$ cat src/logic/anrs_pkg.sv
// package: register indices, field positions, reset values and masks
// assumes: 16-bit management words reached by a 5-bit register index
package anrs_pkg;
	// ==========================================================
	// widths
	localparam int DATA_W = 16;
	localparam int ADDR_W = 5;
	localparam int EVT_W  = 4;
	localparam int STRAP_W = 3;

	// ==========================================================
	// register indices
	localparam logic [ADDR_W-1:0] IDX_ADVERT    = 5'h04;
	localparam logic [ADDR_W-1:0] IDX_PARTNER   = 5'h05;
	localparam logic [ADDR_W-1:0] IDX_EXPANSION = 5'h06;
	localparam logic [ADDR_W-1:0] IDX_CONTROL   = 5'h10;
	localparam logic [ADDR_W-1:0] IDX_IRQ_STAT  = 5'h11;
	localparam logic [ADDR_W-1:0] IDX_IRQ_MASK  = 5'h12;

	// ==========================================================
	// code word fields (advertisement and partner share the layout)
	localparam int BIT_NEXT_PAGE = 15;
	localparam int BIT_ACK       = 14;
	localparam int BIT_RFAULT    = 13;
	localparam int BIT_PAUSE_ASM = 11;
	localparam int BIT_PAUSE_SYM = 10;
	localparam int BIT_100FD     = 8;
	localparam int BIT_100HD     = 7;
	localparam int BIT_10FD      = 6;
	localparam int BIT_10HD      = 5;
	localparam int SEL_W         = 5;
	localparam logic [SEL_W-1:0] SELECTOR_8023 = 5'h01;
	localparam logic [DATA_W-1:0] ADVERT_WR_MASK = 16'h2dff;
	localparam logic [DATA_W-1:0] ADVERT_RESET   = 16'h0081;

	// ==========================================================
	// expansion fields
	localparam int BIT_PD_FAULT   = 4;
	localparam int BIT_LP_NP_ABLE = 3;
	localparam int BIT_NP_ABLE    = 2;
	localparam int BIT_PAGE_RX    = 1;
	localparam int BIT_LP_AN_ABLE = 0;

	// ==========================================================
	// control fields
	localparam int BIT_SOFT_RST  = 15;
	localparam int BIT_MAN_SPEED = 13;
	localparam int BIT_AN_EN     = 12;
	localparam int BIT_RESTART   = 9;
	localparam int BIT_MAN_DUPLX = 8;

	// ==========================================================
	// interrupt events
	localparam int EVT_PAGE_RX  = 0;
	localparam int EVT_PD_FAULT = 1;
	localparam int EVT_AN_DONE  = 2;
	localparam int EVT_RFAULT   = 3;

	// ==========================================================
	// straps: bit order 100 full, 10 full, 10 half
	localparam int STRAP_100FD = 2;
	localparam int STRAP_10FD  = 1;
	localparam int STRAP_10HD  = 0;
	localparam logic [1:0] STRAP_SETTLE = 2'h3;

	typedef enum logic [1:0] {
		ANRS_PAUSE_NONE,
		ANRS_PAUSE_SYM,
		ANRS_PAUSE_ASYM
	} anrs_pause_type;
endpackage : anrs_pkg

$ cat src/logic/anrs_sync.sv
// file: three-stage synchroniser for slow pin levels
// assumes: inputs are quasi-static; output follows once stages two and three agree
`timescale 1ns/10ps
module anrs_sync #(
	parameter int WIDTH = 1
) (
	input  wire logic             clk_in,
	input  wire logic             rst_n_in,
	input  wire logic [WIDTH-1:0] pin_in,
	output logic      [WIDTH-1:0] level_out
);
	logic [WIDTH-1:0] s1_q;
	logic [WIDTH-1:0] s2_q;
	logic [WIDTH-1:0] s3_q;

	always_ff @(posedge clk_in or negedge rst_n_in) begin
		if (!rst_n_in) begin
			s1_q <= '0;
			s2_q <= '0;
			s3_q <= '0;
		end else begin
			s1_q <= pin_in;
			s2_q <= s1_q;
			s3_q <= s2_q;
		end
	end

	always_ff @(posedge clk_in or negedge rst_n_in) begin
		if (!rst_n_in) begin
			level_out <= '0;
		end else begin
			for (int i = 0; i < WIDTH; i++) begin
				if (s2_q[i] == s3_q[i]) begin
					level_out[i] <= s3_q[i];
				end
			end
		end
	end
endmodule : anrs_sync

$ cat src/logic/anrs_flag.sv
// file: bank of sticky flags, set wins over clear
// assumes: set and clear come from logic on the same clock
`timescale 1ns/10ps
module anrs_flag #(
	parameter int WIDTH = 1
) (
	input  wire logic             clk_in,
	input  wire logic             rst_n_in,
	input  wire logic [WIDTH-1:0] set_in,
	input  wire logic [WIDTH-1:0] clr_in,
	output logic      [WIDTH-1:0] flag_out
);
	always_ff @(posedge clk_in or negedge rst_n_in) begin
		if (!rst_n_in) begin
			flag_out <= '0;
		end else begin
			flag_out <= set_in | (flag_out & ~clr_in);
		end
	end
endmodule : anrs_flag

$ cat src/logic/anrs_regs.sv
// file: auto-negotiation register set with pause and speed resolution
// assumes: partner word, fault and completion come from the arbiter on MCLK_IN
//
// What this block does
// - advertisement register at index 4; bits 15:14, 12, 9 reserved
// - pause field 11:10 resets to 00; none, sym, asym, both
// - with both pause kinds advertised, resolve to at most one
// - advertised remote fault bit 13 resets to 0
// - bit 7 resets to 1; bits 8, 6, 5 reset from straps
// - selector 00001; writable in advertisement, read-only in partner
// - partner word at index 5, cleared except selector; bit 14 acknowledge
// - partner bit 15 reads 0, no next page exchange
// - expansion bit 2 reads 0, no local next page
// - partner bit 9 reads 0, no four-pair support
// - partner bit 10 pause flag; bits 8:5 partner abilities
// - expansion bit 4 latches parallel detection fault, resets 0
// - expansion bit 1 latches page received, resets 0
// - expansion bit 3 partner next page, bit 0 partner able; read-only
// - advertisement used only while enabled; negotiation overrides manual speed
// - restart bit written by software, cleared by the device
//
// The address-and-strobe port is this design's own decision.
`timescale 1ns/10ps
module anrs_regs (
	input  wire logic                          MCLK_IN,
	input  wire logic                          RST_N_IN,
	input  wire logic [anrs_pkg::ADDR_W-1:0]   ADDR_IN,
	input  wire logic [anrs_pkg::DATA_W-1:0]   WDATA_IN,
	input  wire logic                          WR_IN,
	input  wire logic                          RD_IN,
	output logic      [anrs_pkg::DATA_W-1:0]   RDATA_OUT,
	input  wire logic [anrs_pkg::STRAP_W-1:0]  MODE_STRAP_IN,
	input  wire logic [anrs_pkg::DATA_W-1:0]   PARTNER_WORD_IN,
	input  wire logic                          PARTNER_VALID_IN,
	input  wire logic                          PD_FAULT_IN,
	input  wire logic                          AN_COMPLETE_IN,
	output logic      [anrs_pkg::DATA_W-1:0]   ADVERT_WORD_OUT,
	output logic                               AN_ENABLE_OUT,
	output logic                               AN_RESTART_OUT,
	output logic                               SPEED_100_OUT,
	output logic                               FULL_DUPLEX_OUT,
	output anrs_pkg::anrs_pause_type           PAUSE_MODE_OUT,
	output logic                               IRQ_OUT
);
	import anrs_pkg::*;

	// ==========================================================
	// declarations
	logic [DATA_W-1:0]  advert_q;
	logic [DATA_W-1:0]  partner_q;
	logic               lp_np_q;
	logic               lp_able_q;
	logic               an_en_q;
	logic               restart_q;
	logic               soft_rst_q;
	logic               man_speed_q;
	logic               man_duplex_q;
	logic [EVT_W-1:0]   irq_mask_q;
	logic [EVT_W-1:0]   irq_stat;
	logic [EVT_W-1:0]   evt_set;
	logic [EVT_W-1:0]   evt_clr;
	logic [1:0]         lh_flags;
	logic [1:0]         lh_set;
	logic [1:0]         lh_clr;
	logic               an_done_prev_q;
	logic [STRAP_W-1:0] strap_lvl;
	logic [1:0]         strap_wait_q;
	logic               strap_done_q;
	logic               strap_load_q;
	logic               strap_load;
	logic               wr_advert;
	logic               wr_control;
	logic               rd_expansion;
	logic               an_active;
	logic [DATA_W-1:0]  rd_mux;
	logic [DATA_W-1:0]  expansion_word;
	logic [DATA_W-1:0]  partner_word;
	logic [DATA_W-1:0]  control_word;
	logic [DATA_W-1:0]  common;

	// ==========================================================
	// strap capture after reset release
	anrs_sync #(
		.WIDTH(STRAP_W)
	) u_strap_sync (
		.clk_in   (MCLK_IN),
		.rst_n_in (RST_N_IN),
		.pin_in   (MODE_STRAP_IN),
		.level_out(strap_lvl)
	);

	always_ff @(posedge MCLK_IN or negedge RST_N_IN) begin
		if (!RST_N_IN) begin
			strap_wait_q <= '0;
			strap_done_q <= 1'b0;
		end else if (!strap_done_q) begin
			if (strap_wait_q == STRAP_SETTLE) begin
				strap_done_q <= 1'b1;
			end else begin
				strap_wait_q <= strap_wait_q + 2'h1;
			end
		end
	end

	// load one edge after the count ends: the synchronised level only settles on that edge
	always_ff @(posedge MCLK_IN or negedge RST_N_IN) begin
		if (!RST_N_IN) begin
			strap_load_q <= 1'b0;
		end else begin
			strap_load_q <= !strap_done_q && strap_wait_q == STRAP_SETTLE;
		end
	end

	// straps reload once after hardware reset and on every soft reset
	assign strap_load = strap_load_q || soft_rst_q;

	// ==========================================================
	// bus decode
	assign wr_advert    = WR_IN && ADDR_IN == IDX_ADVERT;
	assign wr_control   = WR_IN && ADDR_IN == IDX_CONTROL;
	assign rd_expansion = RD_IN && ADDR_IN == IDX_EXPANSION;

	// ==========================================================
	// advertisement register
	always_ff @(posedge MCLK_IN or negedge RST_N_IN) begin
		if (!RST_N_IN) begin
			advert_q <= ADVERT_RESET;
		end else if (strap_load) begin
			advert_q                <= ADVERT_RESET;
			advert_q[BIT_100FD]     <= strap_lvl[STRAP_100FD];
			advert_q[BIT_10FD]      <= strap_lvl[STRAP_10FD];
			advert_q[BIT_10HD]      <= strap_lvl[STRAP_10HD];
		end else if (wr_advert) begin
			advert_q <= WDATA_IN & ADVERT_WR_MASK;
		end
	end

	// advertised word reaches the arbiter only while negotiation is on
	always_ff @(posedge MCLK_IN or negedge RST_N_IN) begin
		if (!RST_N_IN) begin
			ADVERT_WORD_OUT <= '0;
		end else begin
			ADVERT_WORD_OUT <= an_en_q ? advert_q : '0;
		end
	end

	// ==========================================================
	// partner ability word
	always_ff @(posedge MCLK_IN or negedge RST_N_IN) begin
		if (!RST_N_IN) begin
			partner_q <= '0;
			lp_np_q   <= 1'b0;
			lp_able_q <= 1'b0;
		end else if (soft_rst_q || restart_q) begin
			partner_q <= '0;
			lp_np_q   <= 1'b0;
			lp_able_q <= 1'b0;
		end else if (PARTNER_VALID_IN) begin
			partner_q                <= '0;
			partner_q[BIT_ACK]       <= 1'b1;
			partner_q[BIT_RFAULT]    <= PARTNER_WORD_IN[BIT_RFAULT];
			partner_q[BIT_PAUSE_SYM] <= PARTNER_WORD_IN[BIT_PAUSE_SYM];
			partner_q[BIT_100FD]     <= PARTNER_WORD_IN[BIT_100FD];
			partner_q[BIT_100HD]     <= PARTNER_WORD_IN[BIT_100HD];
			partner_q[BIT_10FD]      <= PARTNER_WORD_IN[BIT_10FD];
			partner_q[BIT_10HD]      <= PARTNER_WORD_IN[BIT_10HD];
			lp_np_q                  <= PARTNER_WORD_IN[BIT_NEXT_PAGE];
			lp_able_q                <= 1'b1;
		end
	end

	always_comb begin
		partner_word                       = partner_q;
		partner_word[BIT_NEXT_PAGE]        = 1'b0;
		partner_word[BIT_PAUSE_SYM-1]      = 1'b0;
		partner_word[SEL_W-1:0]            = SELECTOR_8023;
	end

	// ==========================================================
	// expansion latching flags
	assign lh_set = {PD_FAULT_IN, PARTNER_VALID_IN};
	assign lh_clr = {2{rd_expansion || soft_rst_q || restart_q}};

	anrs_flag #(
		.WIDTH(2)
	) u_lh_flags (
		.clk_in  (MCLK_IN),
		.rst_n_in(RST_N_IN),
		.set_in  (lh_set),
		.clr_in  (lh_clr),
		.flag_out(lh_flags)
	);

	always_comb begin
		expansion_word                 = '0;
		expansion_word[BIT_PD_FAULT]   = lh_flags[1];
		expansion_word[BIT_LP_NP_ABLE] = lp_np_q;
		expansion_word[BIT_NP_ABLE]    = 1'b0;
		expansion_word[BIT_PAGE_RX]    = lh_flags[0];
		expansion_word[BIT_LP_AN_ABLE] = lp_able_q;
	end

	// ==========================================================
	// control register
	always_ff @(posedge MCLK_IN or negedge RST_N_IN) begin
		if (!RST_N_IN) begin
			an_en_q      <= 1'b1;
			man_speed_q  <= 1'b1;
			man_duplex_q <= 1'b1;
		end else if (soft_rst_q) begin
			an_en_q      <= 1'b1;
			man_speed_q  <= 1'b1;
			man_duplex_q <= 1'b1;
		end else if (wr_control) begin
			an_en_q      <= WDATA_IN[BIT_AN_EN];
			man_speed_q  <= WDATA_IN[BIT_MAN_SPEED];
			man_duplex_q <= WDATA_IN[BIT_MAN_DUPLX];
		end
	end

	// restart and soft reset clear themselves one cycle after the write
	always_ff @(posedge MCLK_IN or negedge RST_N_IN) begin
		if (!RST_N_IN) begin
			restart_q  <= 1'b0;
			soft_rst_q <= 1'b0;
		end else begin
			restart_q  <= wr_control && WDATA_IN[BIT_RESTART];
			soft_rst_q <= wr_control && WDATA_IN[BIT_SOFT_RST];
		end
	end

	assign AN_RESTART_OUT = restart_q;
	assign AN_ENABLE_OUT  = an_en_q;

	always_comb begin
		control_word                = '0;
		control_word[BIT_SOFT_RST]  = soft_rst_q;
		control_word[BIT_MAN_SPEED] = man_speed_q;
		control_word[BIT_AN_EN]     = an_en_q;
		control_word[BIT_RESTART]   = restart_q;
		control_word[BIT_MAN_DUPLX] = man_duplex_q;
	end

	// ==========================================================
	// resolution of speed, duplex and pause
	assign an_active = an_en_q && AN_COMPLETE_IN;
	assign common    = advert_q & partner_q;

	always_ff @(posedge MCLK_IN or negedge RST_N_IN) begin
		if (!RST_N_IN) begin
			SPEED_100_OUT   <= 1'b0;
			FULL_DUPLEX_OUT <= 1'b0;
		end else if (!an_en_q) begin
			SPEED_100_OUT   <= man_speed_q;
			FULL_DUPLEX_OUT <= man_duplex_q;
		end else if (AN_COMPLETE_IN) begin
			// highest common mode wins over the manual selection
			SPEED_100_OUT   <= common[BIT_100FD] || common[BIT_100HD];
			FULL_DUPLEX_OUT <= common[BIT_100FD] ||
				(!common[BIT_100HD] && common[BIT_10FD]);
		end
	end

	always_ff @(posedge MCLK_IN or negedge RST_N_IN) begin
		if (!RST_N_IN) begin
			PAUSE_MODE_OUT <= ANRS_PAUSE_NONE;
		end else if (!an_active) begin
			PAUSE_MODE_OUT <= ANRS_PAUSE_NONE;
		end else if (advert_q[BIT_PAUSE_SYM] && partner_q[BIT_PAUSE_SYM]) begin
			PAUSE_MODE_OUT <= ANRS_PAUSE_SYM;
		end else if (advert_q[BIT_PAUSE_ASM]) begin
			PAUSE_MODE_OUT <= ANRS_PAUSE_ASYM;
		end else begin
			PAUSE_MODE_OUT <= ANRS_PAUSE_NONE;
		end
	end

	// ==========================================================
	// interrupt status and mask
	always_ff @(posedge MCLK_IN or negedge RST_N_IN) begin
		if (!RST_N_IN) begin
			an_done_prev_q <= 1'b0;
		end else begin
			an_done_prev_q <= AN_COMPLETE_IN;
		end
	end

	always_comb begin
		evt_set               = '0;
		evt_set[EVT_PAGE_RX]  = PARTNER_VALID_IN;
		evt_set[EVT_PD_FAULT] = PD_FAULT_IN;
		evt_set[EVT_AN_DONE]  = AN_COMPLETE_IN && !an_done_prev_q;
		evt_set[EVT_RFAULT]   = PARTNER_VALID_IN && PARTNER_WORD_IN[BIT_RFAULT];
	end

	// write one to clear; a new event in the same cycle wins
	assign evt_clr = (WR_IN && ADDR_IN == IDX_IRQ_STAT) ? WDATA_IN[EVT_W-1:0] : '0;

	anrs_flag #(
		.WIDTH(EVT_W)
	) u_irq_flags (
		.clk_in  (MCLK_IN),
		.rst_n_in(RST_N_IN),
		.set_in  (evt_set),
		.clr_in  (evt_clr),
		.flag_out(irq_stat)
	);

	always_ff @(posedge MCLK_IN or negedge RST_N_IN) begin
		if (!RST_N_IN) begin
			irq_mask_q <= '0;
		end else if (WR_IN && ADDR_IN == IDX_IRQ_MASK) begin
			irq_mask_q <= WDATA_IN[EVT_W-1:0];
		end
	end

	assign IRQ_OUT = |(irq_stat & irq_mask_q);

	// ==========================================================
	// read path: data stands one cycle after the strobe, zero otherwise
	always_comb begin
		case (ADDR_IN)
			IDX_ADVERT: begin
				rd_mux = advert_q;
			end
			IDX_PARTNER: begin
				rd_mux = partner_word;
			end
			IDX_EXPANSION: begin
				rd_mux = expansion_word;
			end
			IDX_CONTROL: begin
				rd_mux = control_word;
			end
			IDX_IRQ_STAT: begin
				rd_mux = {{(DATA_W-EVT_W){1'b0}}, irq_stat};
			end
			IDX_IRQ_MASK: begin
				rd_mux = {{(DATA_W-EVT_W){1'b0}}, irq_mask_q};
			end
			default: begin
				rd_mux = '0;
			end
		endcase
	end

	always_ff @(posedge MCLK_IN or negedge RST_N_IN) begin
		if (!RST_N_IN) begin
			RDATA_OUT <= '0;
		end else begin
			RDATA_OUT <= RD_IN ? rd_mux : '0;
		end
	end
endmodule : anrs_regs

$ cat config.mk
export PLATFORM = sky130hd
export DESIGN_NAME = anrs_regs
export DESIGN_NICKNAME = d
export VERILOG_FILES = /design/src/logic/anrs_pkg.sv /design/src/logic/anrs_sync.sv /design/src/logic/anrs_flag.sv /design/src/logic/anrs_regs.sv
export SDC_FILE = /design/constraint.sdc
export NUM_CORES = 1
export LEC_CHECK = 0
export BUFFER_PORTS_ARGS = -buffer_cell sky130_fd_sc_hd__buf_2
export CAP_MARGIN = 20
export CELL_PAD_IN_SITES_DETAIL_PLACEMENT = 0
export CELL_PAD_IN_SITES_GLOBAL_PLACEMENT = 2
export CORE_UTILIZATION = 36
export CTS_CLUSTER_DIAMETER = 60
export CTS_CLUSTER_SIZE = 28
export DETAILED_ROUTE_END_ITERATION = 12
export GPL_TIMING_DRIVEN = 0
export PLACE_DENSITY_LB_ADDON = 0.25
export SYNTH_ARGS = -nofsm -noshare
export SYNTH_HDL_FRONTEND = slang
export SYNTH_HIERARCHICAL = 1
export SYNTH_SLANG_ARGS = --single-unit
$ cat constraint.sdc
create_clock -name MCLK_IN -period 3.8 [get_ports MCLK_IN]
set_clock_uncertainty 0.05 [all_clocks]
set_input_delay 0.38 -clock MCLK_IN [delete_from_list [all_inputs] [get_ports MCLK_IN]]
set_output_delay 0.38 -clock MCLK_IN [all_outputs]
set_load 0.02 [all_outputs]
==> reports/qor.txt <==
Std-Cell Rows -> 35
detail-routed via count per cell -> 4.81
fraction of post-synthesis cell area in the top cell type by area -> 57.1%
wire length after detailed routing -> 8240 µm
Critical Path RT -> 3.99 ns
top cells by count, synth -> 79 x sky130_fd_sc_hd__dfrtp_1, 23 x sky130_fd_sc_hd__nor2_1, 18 x sky130_fd_sc_hd__and2_1
proportion of layout cells with a drive suffix above 1 -> 31.3%
number of nets with antenna violations after detailed routing -> 0
final setup violation count -> 0
number of flip-flops and latches in the synthesized netlist -> 84
final estimated routing congestion in global placement -> 0.783
total die area -> 10000 µm²
first-pass GRT wire length -> 13300 µm
CTS sink cnt -> 84
Diodes inserted -> 0
Post-layout nets -> 431
number of enable flip-flop cells after synthesis -> 0
Bufs on Longest Clock Path -> 2
later-pin clock latency in the skew report -> 0.36 ns
Area growth syn-to-layout -> 21.1%
top-count cell post-synth -> sky130_fd_sc_hd__dfrtp_1
Leak -> 2.02 nW
final number of hold-violating endpoints -> 0
Initial Util -> 37.3%
number of levels in the clock H-tree -> 3
PostCTS Resize Cnt -> 0
proportion of synthesized chip area in sequential cells -> 60.9%
top routing layer in use -> met4
final design area excluding fillers -> 4200 µm²
worst-margin pin slew -> 0.823 ns
Wirelength per Cell -> 16.0 µm
highest net fanout along the worst path -> 9
vias after detailed routing -> 2480
kind of start point of the critical path -> flip-flop
Filler cells -> 915
largest net degree at the start of global routing -> 55
worst min-delay path class -> input port to flip-flop
Worst setup EP type -> flip-flop
dominant register cell in the synthesized netlist -> sky130_fd_sc_hd__dfrtp_1
type of the setup path with the least slack -> flip-flop to flip-flop
DRC violation count after routing -> 0
setup repair after global routing missed its margin -> no
GRT Total Usage -> 17.9%
routed wl met3 -> 300 µm
area of the core region -> 9280 µm²
power density normalized to cell area -> 467 nW/µm²
Metal-1 WL -> 4000 µm
sum of met2 wire segment lengths after detailed routing -> 3840 µm
detailed-routing iteration count for the pre-antenna-repair pass -> 4
Mapped Area -> 3460 µm²
synthesized instance count -> 298
count of routing violations after the opening detailed-route iteration -> 90
cell type with the largest total area after synthesis -> sky130_fd_sc_hd__dfrtp_1
final sum of negative setup slack -> 0 ns
clock tree from TritonCTS -> done
Sequential Area -> 2110 µm²
post-synthesis cell type count -> 48
total of buffers placed on input and output ports -> 69
number of maximum-capacitance constraint violations -> 0
worst relative slew slack -> 45.0%
fraction of synthesis flops using an asynchronous set or reset pin -> 100%
maximum vdd drop -> 0.198 mV
global route overflow -> 0
minimum period implied by the final worst setup slack -> 1.64 ns
data arrival time of the critical path -> 1.83 ns
area occupied by multi-input gates -> 1230 µm²
Clk Tree Root Cell -> sky130_fd_sc_hd__clkbuf_8
vias in the first global route -> 2500
Post-CTS Setup Bufs -> 0
Vert. Die Dim -> 100 µm
result of the run -> completed
cell area reported after detailed placement -> 4010 µm²
portion of the clock cycle consumed by the worst path in the final layout -> 43.1%
clock transition at the registers of the reported paths -> 0.09 ns
sum of net half-perimeters after detailed placement -> 6100 µm
number of buffers inserted during clock tree synthesis -> 9
Mapped Avg Cell Area -> 11.6 µm²
number of antenna violations at the first check in global routing -> 0
number of warnings printed during yosys synthesis -> 6
cell types occupying the most area after synthesis -> sky130_fd_sc_hd__dfrtp_1 57%, sky130_fd_sc_hd__mux2i_1 4.0%, sky130_fd_sc_hd__dfstp_2 3.8%
max-slew violations -> 0
number of primary I/O pins -> 86
Fmax achieved -> 610 MHz
Chip Width -> 100 µm
==> cell usage in the layout (no fill, tap or decap), drive strengths merged, types with 2 or more instances in the layout <==
cell type and count:
nand3 13, or3 3, xor2 2, clkinvlp 3, a32oi 2, or3b 2
a211o 2, mux2 7, dfrtp 79, a21oi 16, maj3 3, and3 6
a22oi 2, inv 12, dfstp 5, nand2 11, and2 18, a21o 7
nor2b 3, mux2i 14, buf 82, a31oi 7, nor3b 3, nor3 2
or2 3, o21ai 17, conb 4, and3b 6, nor2 24, clkbuf 14
==> per-stage QoR <==
step	cells	power [mW]	util (%)	hold WS (ns)	setup slack, ns
4_1_cts	516	1.99	45.2	0.0620	2.14
2_1_floorplan	301	1.26	-	0.0344	2.23
6_report	516	1.96	45.2	0.0770	2.16
5_1_grt	516	2.07	45.2	0.0538	2.09
3_3_place_gp	499	1.40	42.9	0.286	1.64
3_5_place_dp	500	1.41	43.2	0.288	1.89
==> where the power goes <==
group          internal (mW)  switching [mW]
logic                  0.133           0.187
registers              0.998          0.0689
clock network          0.239           0.332
total                   1.37           0.588
==> sequential cells by signal (all words and copies together), names as in the netlist, 2 cells and up <==
signal                  flops
ADVERT_WORD_OUT            12
u_irq_flags/flag_out        4
u_strap_sync/s2_q           3
RDATA_OUT                  16
u_strap_sync/level_out      3
u_lh_flags/flag_out         2
advert_q                   12
irq_mask_q                  4
partner_q                   6
u_strap_sync/s3_q           3
u_strap_sync/s1_q           3
PAUSE_MODE_OUT              2
strap_wait_q                2
==> layout make-up <==
cell class | instances | area share (%)
flip-flops and latches | 84 | 50.3
multi-input cells | 190 | 29.3
repair buffers | 71 | 9.19
well taps | 129 | 3.85
clock buffers | 9 | 2.95
plain buffers | 17 | 2.39
clock inverters | 6 | 1.16
inverters | 10 | 0.895
==> critical path, stage by stage, from the launching register on <==
cell and delay [ns]:
sky130_fd_sc_hd__dfrtp_1 0.49, sky130_fd_sc_hd__or2_2 0.16, sky130_fd_sc_hd__clkbuf_1 0.42, sky130_fd_sc_hd__a31o_2 0.21
sky130_fd_sc_hd__inv_1 0.04, sky130_fd_sc_hd__a21o_1 0.16
==> timing repair <==
action,4_1_cts,5_1_grt
hold buffers,1,0
endpoints found under the hold margin,29,0
setup endpoints to repair,0,0
==> metal layers <==
metal	vias to the layer above	GRT usage (%)
met2	57	28.1
met5	-	0
met3	9	3.48
li1	1190	-
met1	1224	24.7
met4	0	7.02
==> worst paths after layout <==
kind	startpoint	end	slack (ns)	cells after the start
max in group asynchronous	RST_N_IN	man_duplex_q$_DFFE_PN1P_	2.60	3
hold reg to reg	u_strap_sync/s1_q[1]$_DFF_PN0_	u_strap_sync/s2_q[1]$_DFF_PN0_	0.31	0
hold / removal	MODE_STRAP_IN[1]	u_strap_sync/s1_q[1]$_DFF_PN0_	0.08	1
min in group asynchronous	RST_N_IN	partner_q[10]$_DFFE_PN0P_	0.43	2
setup reg to reg	soft_rst_q$_DFF_PN0_	u_lh_flags/flag_out[0]$_DFF_PN0_	2.16	5
setup / recovery	soft_rst_q$_DFF_PN0_	u_lh_flags/flag_out[0]$_DFF_PN0_	2.16	5
==> kinds of logic after synthesis <==
family                   Yosys count  share of synthesized area [%]
AO/OA/AOI/OAI                     58                           10.2
XOR/XNOR                           2                          0.506
adder cells (fa/ha/maj)            4                           1.34
buffers and inverters             27                           3.97
flip-flops                        84                           60.9
multiplexers                      21                           6.32
other                              1                          0.108
AND/OR/NAND/NOR                  101                           16.7
No activity file was read; power rests on OpenSTA's default activity.
